**config.mk**
```make
export PLATFORM = sky130hd
export DESIGN_NAME = smpm_core
export DESIGN_NICKNAME = d
export VERILOG_FILES = /design/src/core/smpm_pkg.sv /design/src/core/smpm_len_decode.sv /design/src/core/smpm_core.sv
export SDC_FILE = /design/constraint.sdc
export NUM_CORES = 1
export LEC_CHECK = 0
export BUFFER_PORTS_ARGS = -buffer_cell sky130_fd_sc_hd__buf_2
export CAP_MARGIN = 20
export CORE_MARGIN = 4
export CORE_UTILIZATION = 35
export CTS_BUF_LIST = sky130_fd_sc_hd__clkbuf_4
export CTS_CLUSTER_SIZE = 40
export DETAILED_ROUTE_END_ITERATION = 12
export GPL_TIMING_DRIVEN = 0
export PLACE_DENSITY = 0.57
export SYNTH_ARGS = -nofsm -noshare
export SYNTH_HDL_FRONTEND = slang
export SYNTH_SLANG_ARGS = --single-unit
```
**constraint.sdc**
```tcl
create_clock -name pclk -period 5.4 [get_ports pclk]
set_input_delay 0.27 -clock pclk [delete_from_list [all_inputs] [get_ports pclk]]
set_output_delay 0.27 -clock pclk [all_outputs]
set_load 0.05 [all_outputs]
```
**src/core/smpm_pkg.sv**
```systemverilog
// package: register map, field layout and types for the page-mode timing block
package smpm_pkg;
  localparam int unsigned NUM_CS         = 8;
  localparam int unsigned CS_W           = 3;
  localparam int unsigned ADDR_W         = 26;
  // ----------------------------------------------------------------
  // register map
  // ----------------------------------------------------------------
  localparam logic [7:0]  SLOT_BYTES     = 8'h10;
  localparam logic [3:0]  OFF_SETUP      = 4'h0;
  localparam logic [3:0]  OFF_PULSE      = 4'h4;
  localparam logic [3:0]  OFF_CYCLE      = 4'h8;
  localparam logic [3:0]  OFF_MODE       = 4'hc;
  localparam logic [31:0] RST_SETUP      = 32'h00000000;
  localparam logic [31:0] RST_PULSE      = 32'h01010101;
  localparam logic [31:0] RST_CYCLE      = 32'h00010001;
  localparam logic [31:0] RST_MODE       = 32'h10001000;
  // writable bits; reserved bits read as zero
  localparam logic [31:0] MSK_SETUP      = 32'h3f3f3f3f;
  localparam logic [31:0] MSK_PULSE      = 32'h7f7f7f7f;
  localparam logic [31:0] MSK_CYCLE      = 32'h01ff01ff;
  localparam logic [31:0] MSK_MODE       = 32'h331f3133;
  // ----------------------------------------------------------------
  // field positions
  // ----------------------------------------------------------------
  localparam int unsigned F_RD_STB_PULSE = 16;
  localparam int unsigned F_CS_RD_PULSE  = 24;
  localparam int unsigned F_BYTE_ACCESS  = 8;
  localparam int unsigned F_BUS_WIDTH    = 12;
  localparam int unsigned F_PAGE_EN      = 24;
  localparam int unsigned F_PAGE_SIZE    = 28;
  localparam int unsigned F_EXT_WAIT     = 4;
  localparam int unsigned SETUP_HI_BIT   = 5;
  localparam int unsigned PULSE_HI_BIT   = 6;
  localparam logic [8:0]  SETUP_HI_WT    = 9'h080;
  localparam logic [8:0]  PULSE_HI_WT    = 9'h100;
  localparam logic [1:0]  DBW_16         = 2'h1;
  localparam logic [1:0]  DBW_32         = 2'h2;

  typedef struct packed {
    logic              valid;
    logic              write;
    logic [CS_W-1:0]   cs;
    logic [ADDR_W-1:0] addr;
  } smpm_req_t;

  typedef struct packed {
    logic       page_en;
    logic [1:0] page_size;
    logic [1:0] bus_width;
    logic       byte_access;
    logic [1:0] ext_wait;
  } smpm_mode_t;

  typedef enum logic [3:0] {
    SMPM_IDLE  = 4'h1,
    SMPM_SETUP = 4'h2,
    SMPM_PULSE = 4'h4,
    SMPM_HOLD  = 4'h8
  } smpm_state_t;
endpackage

```
**src/core/smpm_len_decode.sv**
```systemverilog
// decoder: turns a packed setup or pulse field into a cycle count
`timescale 1ns/1ps
module smpm_len_decode import smpm_pkg::*; #(
  parameter int unsigned HI_BIT = 5          // weighted high bit position
) (
  input  wire logic [HI_BIT:0] field,        // packed field value
  output logic      [8:0]      cycles        // decoded length in cycles
);
  localparam logic [8:0] HI_WT = (HI_BIT == SETUP_HI_BIT) ? SETUP_HI_WT
                                                           : PULSE_HI_WT;
  always_comb begin
    cycles = (field[HI_BIT] ? HI_WT : 9'h000)
           + 9'(field[HI_BIT-1:0]);
  end
endmodule

```
**src/core/smpm_core.sv**
```systemverilog
// page-mode read timing core with per-chip-select register file over apb
// ------------------------------------------------------------------
// ------------------------------------------------------------------
`timescale 1ns/1ps
module smpm_core import smpm_pkg::*; (
  input  wire logic              pclk,            // apb and memory clock
  input  wire logic              presetn,         // async reset, low
  input  wire logic              psel,            // apb select
  input  wire logic              penable,         // apb access phase
  input  wire logic              pwrite,          // apb direction
  input  wire logic [7:0]        paddr,           // apb byte address
  input  wire logic [31:0]       pwdata,          // apb write data
  output logic      [31:0]       prdata,          // apb read data
  output logic                   pready,          // apb ready
  output logic                   pslverr,         // apb error
  input  wire smpm_req_t         req,             // memory access request
  output logic                   req_ready,       // request taken
  output logic                   done,            // access finished pulse
  output logic                   config_done,     // mode write pulse
  output logic                   page_hit,        // last access was an in-page page read
  output logic [NUM_CS-1:0]      chip_select_n,   // chip selects
  output logic                   read_strobe_n,   // read strobe
  output logic                   write_strobe_n,  // write strobe
  output logic [ADDR_W-1:0]      mem_addr,        // memory address
  output logic                   byte_select_mode // byte select lanes
);
  // ----------------------------------------------------------------
  // register file
  // ----------------------------------------------------------------
  logic [31:0] setup_r [NUM_CS];
  logic [31:0] pulse_r [NUM_CS];
  logic [31:0] cycle_r [NUM_CS];
  logic [31:0] mode_r  [NUM_CS];

  logic            acc;
  logic            mapped;
  logic [CS_W-1:0] rcs;
  logic [3:0]      roff;

  assign rcs     = paddr[CS_W+3:4];
  assign roff    = paddr[3:0];
  assign mapped  = (paddr[1:0] == 2'h0) && (paddr[7] == 1'b0);
  assign acc     = psel && penable;
  assign pready  = 1'b1;
  assign pslverr = acc && !mapped;

  always_ff @(posedge pclk or negedge presetn) begin
    if (!presetn) begin
      for (int i = 0; i < NUM_CS; i++) begin
        setup_r[i] <= RST_SETUP;
        pulse_r[i] <= RST_PULSE;
        cycle_r[i] <= RST_CYCLE;
        mode_r[i]  <= RST_MODE;
      end
    end else if (acc && pwrite && mapped) begin
      case (roff)
        OFF_SETUP: setup_r[rcs] <= pwdata & MSK_SETUP;
        OFF_PULSE: pulse_r[rcs] <= pwdata & MSK_PULSE;
        OFF_CYCLE: cycle_r[rcs] <= pwdata & MSK_CYCLE;
        OFF_MODE:  mode_r[rcs]  <= pwdata & MSK_MODE;
        default: begin
        end
      endcase
    end
  end

  // mode write marks configuration complete
  always_ff @(posedge pclk or negedge presetn) begin
    if (!presetn) begin
      config_done <= 1'b0;
    end else begin
      config_done <= acc && pwrite && mapped && roff == OFF_MODE;
    end
  end

  always_ff @(posedge pclk or negedge presetn) begin
    if (!presetn) begin
      prdata <= 32'h00000000;
    end else if (psel && !penable && !pwrite) begin
      case (paddr[3:0])
        OFF_SETUP: prdata <= setup_r[paddr[CS_W+3:4]];
        OFF_PULSE: prdata <= pulse_r[paddr[CS_W+3:4]];
        OFF_CYCLE: prdata <= cycle_r[paddr[CS_W+3:4]];
        OFF_MODE:  prdata <= mode_r[paddr[CS_W+3:4]];
        default:   prdata <= 32'h00000000;
      endcase
      if (paddr[7]) begin
        prdata <= 32'h00000000;
      end
    end
  end

  // ----------------------------------------------------------------
  // decode timing of the addressed chip select
  // ----------------------------------------------------------------
  smpm_req_t   cur;
  smpm_mode_t  md;
  logic [31:0] cs_setup;
  logic [31:0] cs_pulse;
  logic [31:0] cs_mode;
  logic [8:0]  len_rs;
  logic [8:0]  len_cs_rs;
  logic [8:0]  len_ws;
  logic [8:0]  len_cs_ws;
  logic [8:0]  len_rp;
  logic [8:0]  len_cs_rp;
  logic [8:0]  len_wp;
  logic [8:0]  len_cs_wp;

  assign cs_setup = setup_r[cur.cs];
  assign cs_pulse = pulse_r[cur.cs];
  assign cs_mode  = mode_r[cur.cs];

  always_comb begin
    md             = '0;
    md.page_en     = cs_mode[F_PAGE_EN];
    md.page_size   = cs_mode[F_PAGE_SIZE+:2];
    md.bus_width   = cs_mode[F_BUS_WIDTH+:2];
    md.byte_access = cs_mode[F_BYTE_ACCESS];
    md.ext_wait    = cs_mode[F_EXT_WAIT+:2];
  end

  smpm_len_decode #(.HI_BIT(SETUP_HI_BIT)) u_ws (
    .field(cs_setup[5:0]), .cycles(len_ws));
  smpm_len_decode #(.HI_BIT(SETUP_HI_BIT)) u_cws (
    .field(cs_setup[13:8]), .cycles(len_cs_ws));
  smpm_len_decode #(.HI_BIT(SETUP_HI_BIT)) u_rs (
    .field(cs_setup[21:16]), .cycles(len_rs));
  smpm_len_decode #(.HI_BIT(SETUP_HI_BIT)) u_crs (
    .field(cs_setup[29:24]), .cycles(len_cs_rs));
  smpm_len_decode #(.HI_BIT(PULSE_HI_BIT)) u_wp (
    .field(cs_pulse[6:0]), .cycles(len_wp));
  smpm_len_decode #(.HI_BIT(PULSE_HI_BIT)) u_cwp (
    .field(cs_pulse[14:8]), .cycles(len_cs_wp));
  smpm_len_decode #(.HI_BIT(PULSE_HI_BIT)) u_rp (
    .field(cs_pulse[F_RD_STB_PULSE+:7]), .cycles(len_rp));
  smpm_len_decode #(.HI_BIT(PULSE_HI_BIT)) u_crp (
    .field(cs_pulse[F_CS_RD_PULSE+:7]), .cycles(len_cs_rp));

  // ----------------------------------------------------------------
  // page tracking
  // ----------------------------------------------------------------
  logic              pg_valid;
  logic [CS_W-1:0]   pg_cs;
  logic [ADDR_W-1:0] pg_addr;
  logic [ADDR_W-1:0] page_mask;
  logic [ADDR_W-1:0] ign_mask;
  logic              in_page;

  always_comb begin
    case (md.page_size)
      2'h0:    page_mask = ~ADDR_W'(32'h3);
      2'h1:    page_mask = ~ADDR_W'(32'h7);
      2'h2:    page_mask = ~ADDR_W'(32'hf);
      default: page_mask = ~ADDR_W'(32'h1f);
    endcase
    // low bits under the bus width never select a word
    case (md.bus_width)
      DBW_16:  ign_mask = ~ADDR_W'(32'h1);
      DBW_32:  ign_mask = ~ADDR_W'(32'h3);
      default: ign_mask = ~ADDR_W'(32'h0);
    endcase
  end

  assign in_page = pg_valid && pg_cs == cur.cs
                && ((pg_addr ^ cur.addr) & page_mask & ign_mask)
                   == ADDR_W'(32'h0);

  // ----------------------------------------------------------------
  // access sequencer
  // ----------------------------------------------------------------
  smpm_state_t st;
  smpm_state_t next_st;
  logic [9:0]  tcyc;
  logic [9:0]  next_tcyc;
  logic        page_rd;
  logic [9:0]  page_len;
  logic [9:0]  sel_on;
  logic [9:0]  sel_off;
  logic [9:0]  stb_on;
  logic [9:0]  stb_off;
  logic [9:0]  acc_end;
  logic [9:0]  w_sel_on;
  logic [9:0]  w_sel_off;
  logic [9:0]  w_stb_on;
  logic [9:0]  w_stb_off;

  assign page_rd   = !cur.write && md.page_en;
  assign page_len  = 10'(in_page ? len_rp : len_cs_rp);
  assign req_ready = (st == SMPM_IDLE);
  assign byte_select_mode = !md.byte_access;

  always_ff @(posedge pclk or negedge presetn) begin
    if (!presetn) begin
      cur <= '0;
    end else if (req_ready && req.valid) begin
      cur <= req;
    end
  end

  // low windows of select and strobe, counted from the pulse start
  always_comb begin
    if (page_rd) begin
      // page reads skip setup whatever is programmed
      w_sel_on  = 10'h000;
      w_sel_off = page_len;
      w_stb_on  = 10'h000;
      w_stb_off = page_len;
    end else if (cur.write) begin
      w_sel_on  = 10'(len_cs_ws);
      w_sel_off = 10'(len_cs_ws) + 10'(len_cs_wp);
      w_stb_on  = 10'(len_ws);
      w_stb_off = 10'(len_ws) + 10'(len_wp);
    end else begin
      w_sel_on  = 10'(len_cs_rs);
      w_sel_off = 10'(len_cs_rs) + 10'(len_cs_rp);
      w_stb_on  = 10'(len_rs);
      w_stb_off = 10'(len_rs) + 10'(len_rp);
    end
  end

  // windows freeze at the start of an access, so a register write
  // during a transfer only takes effect on the next one, except on byte_select_mode
  always_ff @(posedge pclk or negedge presetn) begin
    if (!presetn) begin
      sel_on  <= 10'h000;
      sel_off <= 10'h000;
      stb_on  <= 10'h000;
      stb_off <= 10'h000;
      acc_end <= 10'h000;
    end else if (st == SMPM_SETUP) begin
      sel_on  <= w_sel_on;
      sel_off <= w_sel_off;
      stb_on  <= w_stb_on;
      stb_off <= w_stb_off;
      acc_end <= (w_sel_off > w_stb_off) ? w_sel_off : w_stb_off;
    end
  end

  always_comb begin
    next_st   = st;
    next_tcyc = tcyc;
    case (st)
      SMPM_IDLE: begin
        if (req.valid) begin
          next_st   = SMPM_SETUP;
          next_tcyc = 10'h000;
        end
      end
      SMPM_SETUP: begin
        next_st   = SMPM_PULSE;
        next_tcyc = 10'h000;
      end
      SMPM_PULSE: begin
        // a zero length still spends one cycle here, so a bad
        // program cannot stall the sequencer
        if (tcyc + 10'h001 >= acc_end) begin
          next_st = SMPM_HOLD;
        end else begin
          next_tcyc = tcyc + 10'h001;
        end
      end
      SMPM_HOLD: begin
        next_st = SMPM_IDLE;
      end
      default: begin
        next_st = SMPM_IDLE;
      end
    endcase
  end

  always_ff @(posedge pclk or negedge presetn) begin
    if (!presetn) begin
      st   <= SMPM_IDLE;
      tcyc <= 10'h000;
    end else begin
      st   <= next_st;
      tcyc <= next_tcyc;
    end
  end

  // page record is taken in the setup cycle of each access
  always_ff @(posedge pclk or negedge presetn) begin
    if (!presetn) begin
      pg_valid <= 1'b0;
      pg_cs    <= '0;
      pg_addr  <= '0;
      page_hit <= 1'b0;
    end else if (st == SMPM_SETUP) begin
      page_hit <= page_rd && in_page;
      // any non-page access drops select, so breaks the page
      pg_valid <= page_rd;
      pg_cs    <= cur.cs;
      pg_addr  <= cur.addr;
    end
  end

  // ----------------------------------------------------------------
  // memory pins
  // ----------------------------------------------------------------
  always_ff @(posedge pclk or negedge presetn) begin
    if (!presetn) begin
      chip_select_n  <= '1;
      read_strobe_n  <= 1'b1;
      write_strobe_n <= 1'b1;
      mem_addr       <= '0;
      done           <= 1'b0;
    end else begin
      done <= (st == SMPM_HOLD);
      mem_addr <= cur.addr;
      chip_select_n <= '1;
      read_strobe_n <= 1'b1;
      write_strobe_n <= 1'b1;
      if (st == SMPM_PULSE && tcyc >= sel_on && tcyc < sel_off) begin
        chip_select_n[cur.cs] <= 1'b0;
        // strobe is clipped to the select window, so the device
        // is always selected while it is strobed
        if (tcyc >= stb_on && tcyc < stb_off) begin
          read_strobe_n  <= cur.write;
          write_strobe_n <= !cur.write;
        end
      end
    end
  end
endmodule

```
==> out/results.txt <==
Min Tclk post-route -> 5.49 ns
Dpl hpwl -> 130 mm
Min-Delay Endpoint -> pulse_r[91]$_DFFE_PN0P_
#FFs+latches synth -> 866
EDFF count, synth -> 0
Ys flop type -> dfrtp_1
RSZ-0062 raised after global routing -> yes
Largest net degree at the start of global routing -> 114
Overflow after GRT -> 0
NumNets Final -> 4,277
Final worst slack -> -0.0936 ns
Max Root-Sink Buffers -> 3
Hold crit path type -> in -> reg
P&R area growth vs syn -> 24.6%
Die area -> 124,000 um^2
Post-DP Area -> 45,400 um^2
Status -> finished with violations
Crit. Startpoint -> cur[28]$_DFFE_PN0P_
Initial antenna violation count -> 19
Clock Latency Late Sink -> 1.24 ns
CTS sink cnt -> 866
Data arrival, critical path -> 6.53 ns
Fin crit share -> 102%
# port buffers -> 145
Area occupied by multi-input gates -> 18,700 um^2
Leading area contributor after synthesis -> dfrtp_1
Final Wtd Congestion -> 0.981
Floorplan row count -> 126
Hold path depth -> 3
Vias in the first global route -> 35,403
GRT met1 Usage -> 37.3%
Max VDD drop -> 0.263 mV
Critical Path End Type -> register
DR pass1 iterations -> 7
Met3 Use GR -> 10.5%
Hold_sp -> pwdata[27]
Req. time, crit path -> 6.44 ns
Synth area leaders -> dfrtp_1 48%, mux2_2 19%, a22oi_1 6.9%
Grt peak-use layer -> met2
Global router's overall resource usage -> 29.5%
DR vias -> 35,944
Design area -> 51,700 um^2
Slew headroom -> 9.60%
Initial cell density of the core -> 35.2%
Routed Antenna Nets -> 0
Fillcell total -> 11,154
Total of max-cap violations -> 0
Async SR Flop Fraction -> 100%
Crit-path most repeated cell -> buf_4
Most frequent cells in the layout -> 790 x dfrtp_1, 705 x mux2_2, 383 x clkbuf_4, 379 x a22oi_1, 253 x nand2_1
Share of cells above drive strength 1 -> 38.5%
Final Hold Viols -> 0
Initial drt markers -> 4,982
Actual slew at the worst max-slew pin -> 1.36 ns
Pwr Density -> 372 nW/um^2
Core outline area -> 118,000 um^2
CTS Buf Count -> 235
Critical path's largest stage delay -> 0.53 ns
Routed length per instance -> 32.0 um
Num ports -> 151
Die height -> 352 um
Slowest library cell on the worst path -> ha_1
Mapped Cells -> 3,443
CP Launch Type -> register
Die Span X -> 352 um
Register area -> 21,800 um^2
Synthesized area per cell -> 12.0 um^2
Netlist Area Pre-Place -> 41,500 um^2
Max Slew Vio Count -> 0
Final Setup Violations -> 7
Netlist cell types -> 80
Setup slack, reg-to-reg -> -0.09 ns
Peak Freq -> 0.182 GHz
Dpl ws -> -2.88 ns
TritonCTS clock tree -> built
Worst reg2reg path startpoint -> cur[28]$_DFFE_PN0P_
Met2 Use GR -> 43.3%
LEAKAGE -> 23.9 nW
Final Skew -> 0.115 ns
Total length of routed wires -> 188 mm
Synth top area share -> 47.7%
Clk Tree Root Cell -> clkbuf_4
R2r worst-path depth -> 29
Failing checks -> setup timing
Sequential share of the synthesized area -> 52.5%
Vias per cell -> 6.11
First-pass GRT wire length -> 265 mm
Kind of critical path -> reg -> reg
H-Tree Depth -> 4
Reg2reg end -> acc_end[5]$_DFFE_PN0N_
Residual DRC -> 0
Most common cell after layout, fill and taps aside -> dfrtp_1
Clock transition at path regs -> 0.07 ns
Ys Warns -> 0
Worst Path Max Fanout -> 10
==> through the flow <==
stage | TNS (ns) | utilization, % | power [W] | std cells | hold slack, ns
final | -0.292 | 43.8 | 0.0192 | 5887 | 0.127
after global routing | -1.69 | 43.8 | 0.0199 | 5872 | 0.0930
after CTS | 0 | 43.4 | 0.0188 | 5840 | 0.000792
after detailed placement | -29.44 | 38.5 | 0.0118 | 5195 | 0.311
after global placement | - | 37.4 | 0.0117 | 5125 | 0.364
after floorplan | 0 | - | 0.00983 | 3444 | -0.0256
==> worst max-delay path, delay by kind of cell, from the launching register on <==
family / cells / cell delay [ns]
AND/OR/NAND/NOR: 2 / 0.69
adder cells (fa/ha/maj): 1 / 0.53
XOR/XNOR: 1 / 0.14
buffers and inverters: 17 / 2.36
AO/OA/AOI/OAI: 7 / 1.07
flip-flops: 1 / 0.37
multiplexers: 1 / 0.13
==> how the worst max path moves through the flow <==
stage                              end  depth (start not counted)
5_1_grt         acc_end[3]$_DFFE_PN0N_                         28
2_1_floorplan   acc_end[2]$_DFFE_PN0N_                         27
3_5_place_dp    acc_end[2]$_DFFE_PN0N_                         26
4_1_cts         acc_end[4]$_DFFE_PN0N_                         25
6_report        acc_end[5]$_DFFE_PN0N_                         29
3_3_place_gp   cycle_r[20]$_DFFE_PN0P_                          1
==> synth_stat cells (16+ instances only) <==
master	instances
nor4_1	19
nand3_1	32
nor3_1	19
a21oi_1	36
dfstp_2	75
inv_1	65
and3_1	16
xnor2_1	27
a21o_1	18
nor2_1	61
a22oi_1	379
mux2_2	705
a22o_1	87
buf_2	47
a41oi_1	23
clkbuf_1	215
xor2_1	18
ha_1	65
nand2_1	254
nand4_1	36
dfrtp_1	791
o21ai_0	87
mux2i_1	16
buf_1	27
a31oi_1	63
a221oi_1	87
==> power by group <==
group / internal (W) / switching [W] / total (W)
logic: 0.00207 / 0.00369 / 0.00576
clock network: 0.00319 / 0.00301 / 0.00619
registers: 0.00695 / 0.000320 / 0.00727
==> layer usage <==
layer / wire [um] / vias to the layer above
met1: 72500 / 18153
met5: 48 / -
li1: - / 14551
met2: 79900 / 2550
met4: 12500 / 10
met3: 23400 / 680
==> final cells by class <==
type | instances | share of cell area (%)
antenna | 20 | 0.0968
buffer | 292 | 3.40
clock buffer | 382 | 5.55
clock inverter | 54 | 0.494
inverter | 66 | 0.479
multi-input combinational | 2217 | 36.1
sequential | 866 | 42.1
tap | 1536 | 3.72
timing repair buffer | 454 | 8.08
==> state kept, by name (all words and copies together) (netlist names), 3 cells and up <==
register and cells:
cycle_r 144, stb_off 9, acc_end 9, mem_addr 26
pg_cs 3, stb_on 5, tcyc 10, pg_addr 24
prdata 30, mode_r 128, cur 30, setup_r 192
pulse_r 224, chip_select_n 8, sel_on 5, st 4
sel_off 9
==> timing repair <==
item,4_1_cts,5_1_grt
hold buffers,154,0
endpoints found under the hold margin,1274,0
setup buffers,57,25
pin swaps,28,30
endpoints found under the setup margin,23,9
cloned,1,1
gates resized for setup,201,60
==> kinds of logic after synthesis <==
group	synth area share, %
flip-flops	52.5
AO/OA/AOI/OAI	15.4
multiplexers	19.5
AND/OR/NAND/NOR	5.98
buffers and inverters	3.48
adder cells (fa/ha/maj)	2.15
XOR/XNOR	0.950
other	0.0181
No activity file was read; power rests on OpenSTA's default activity.
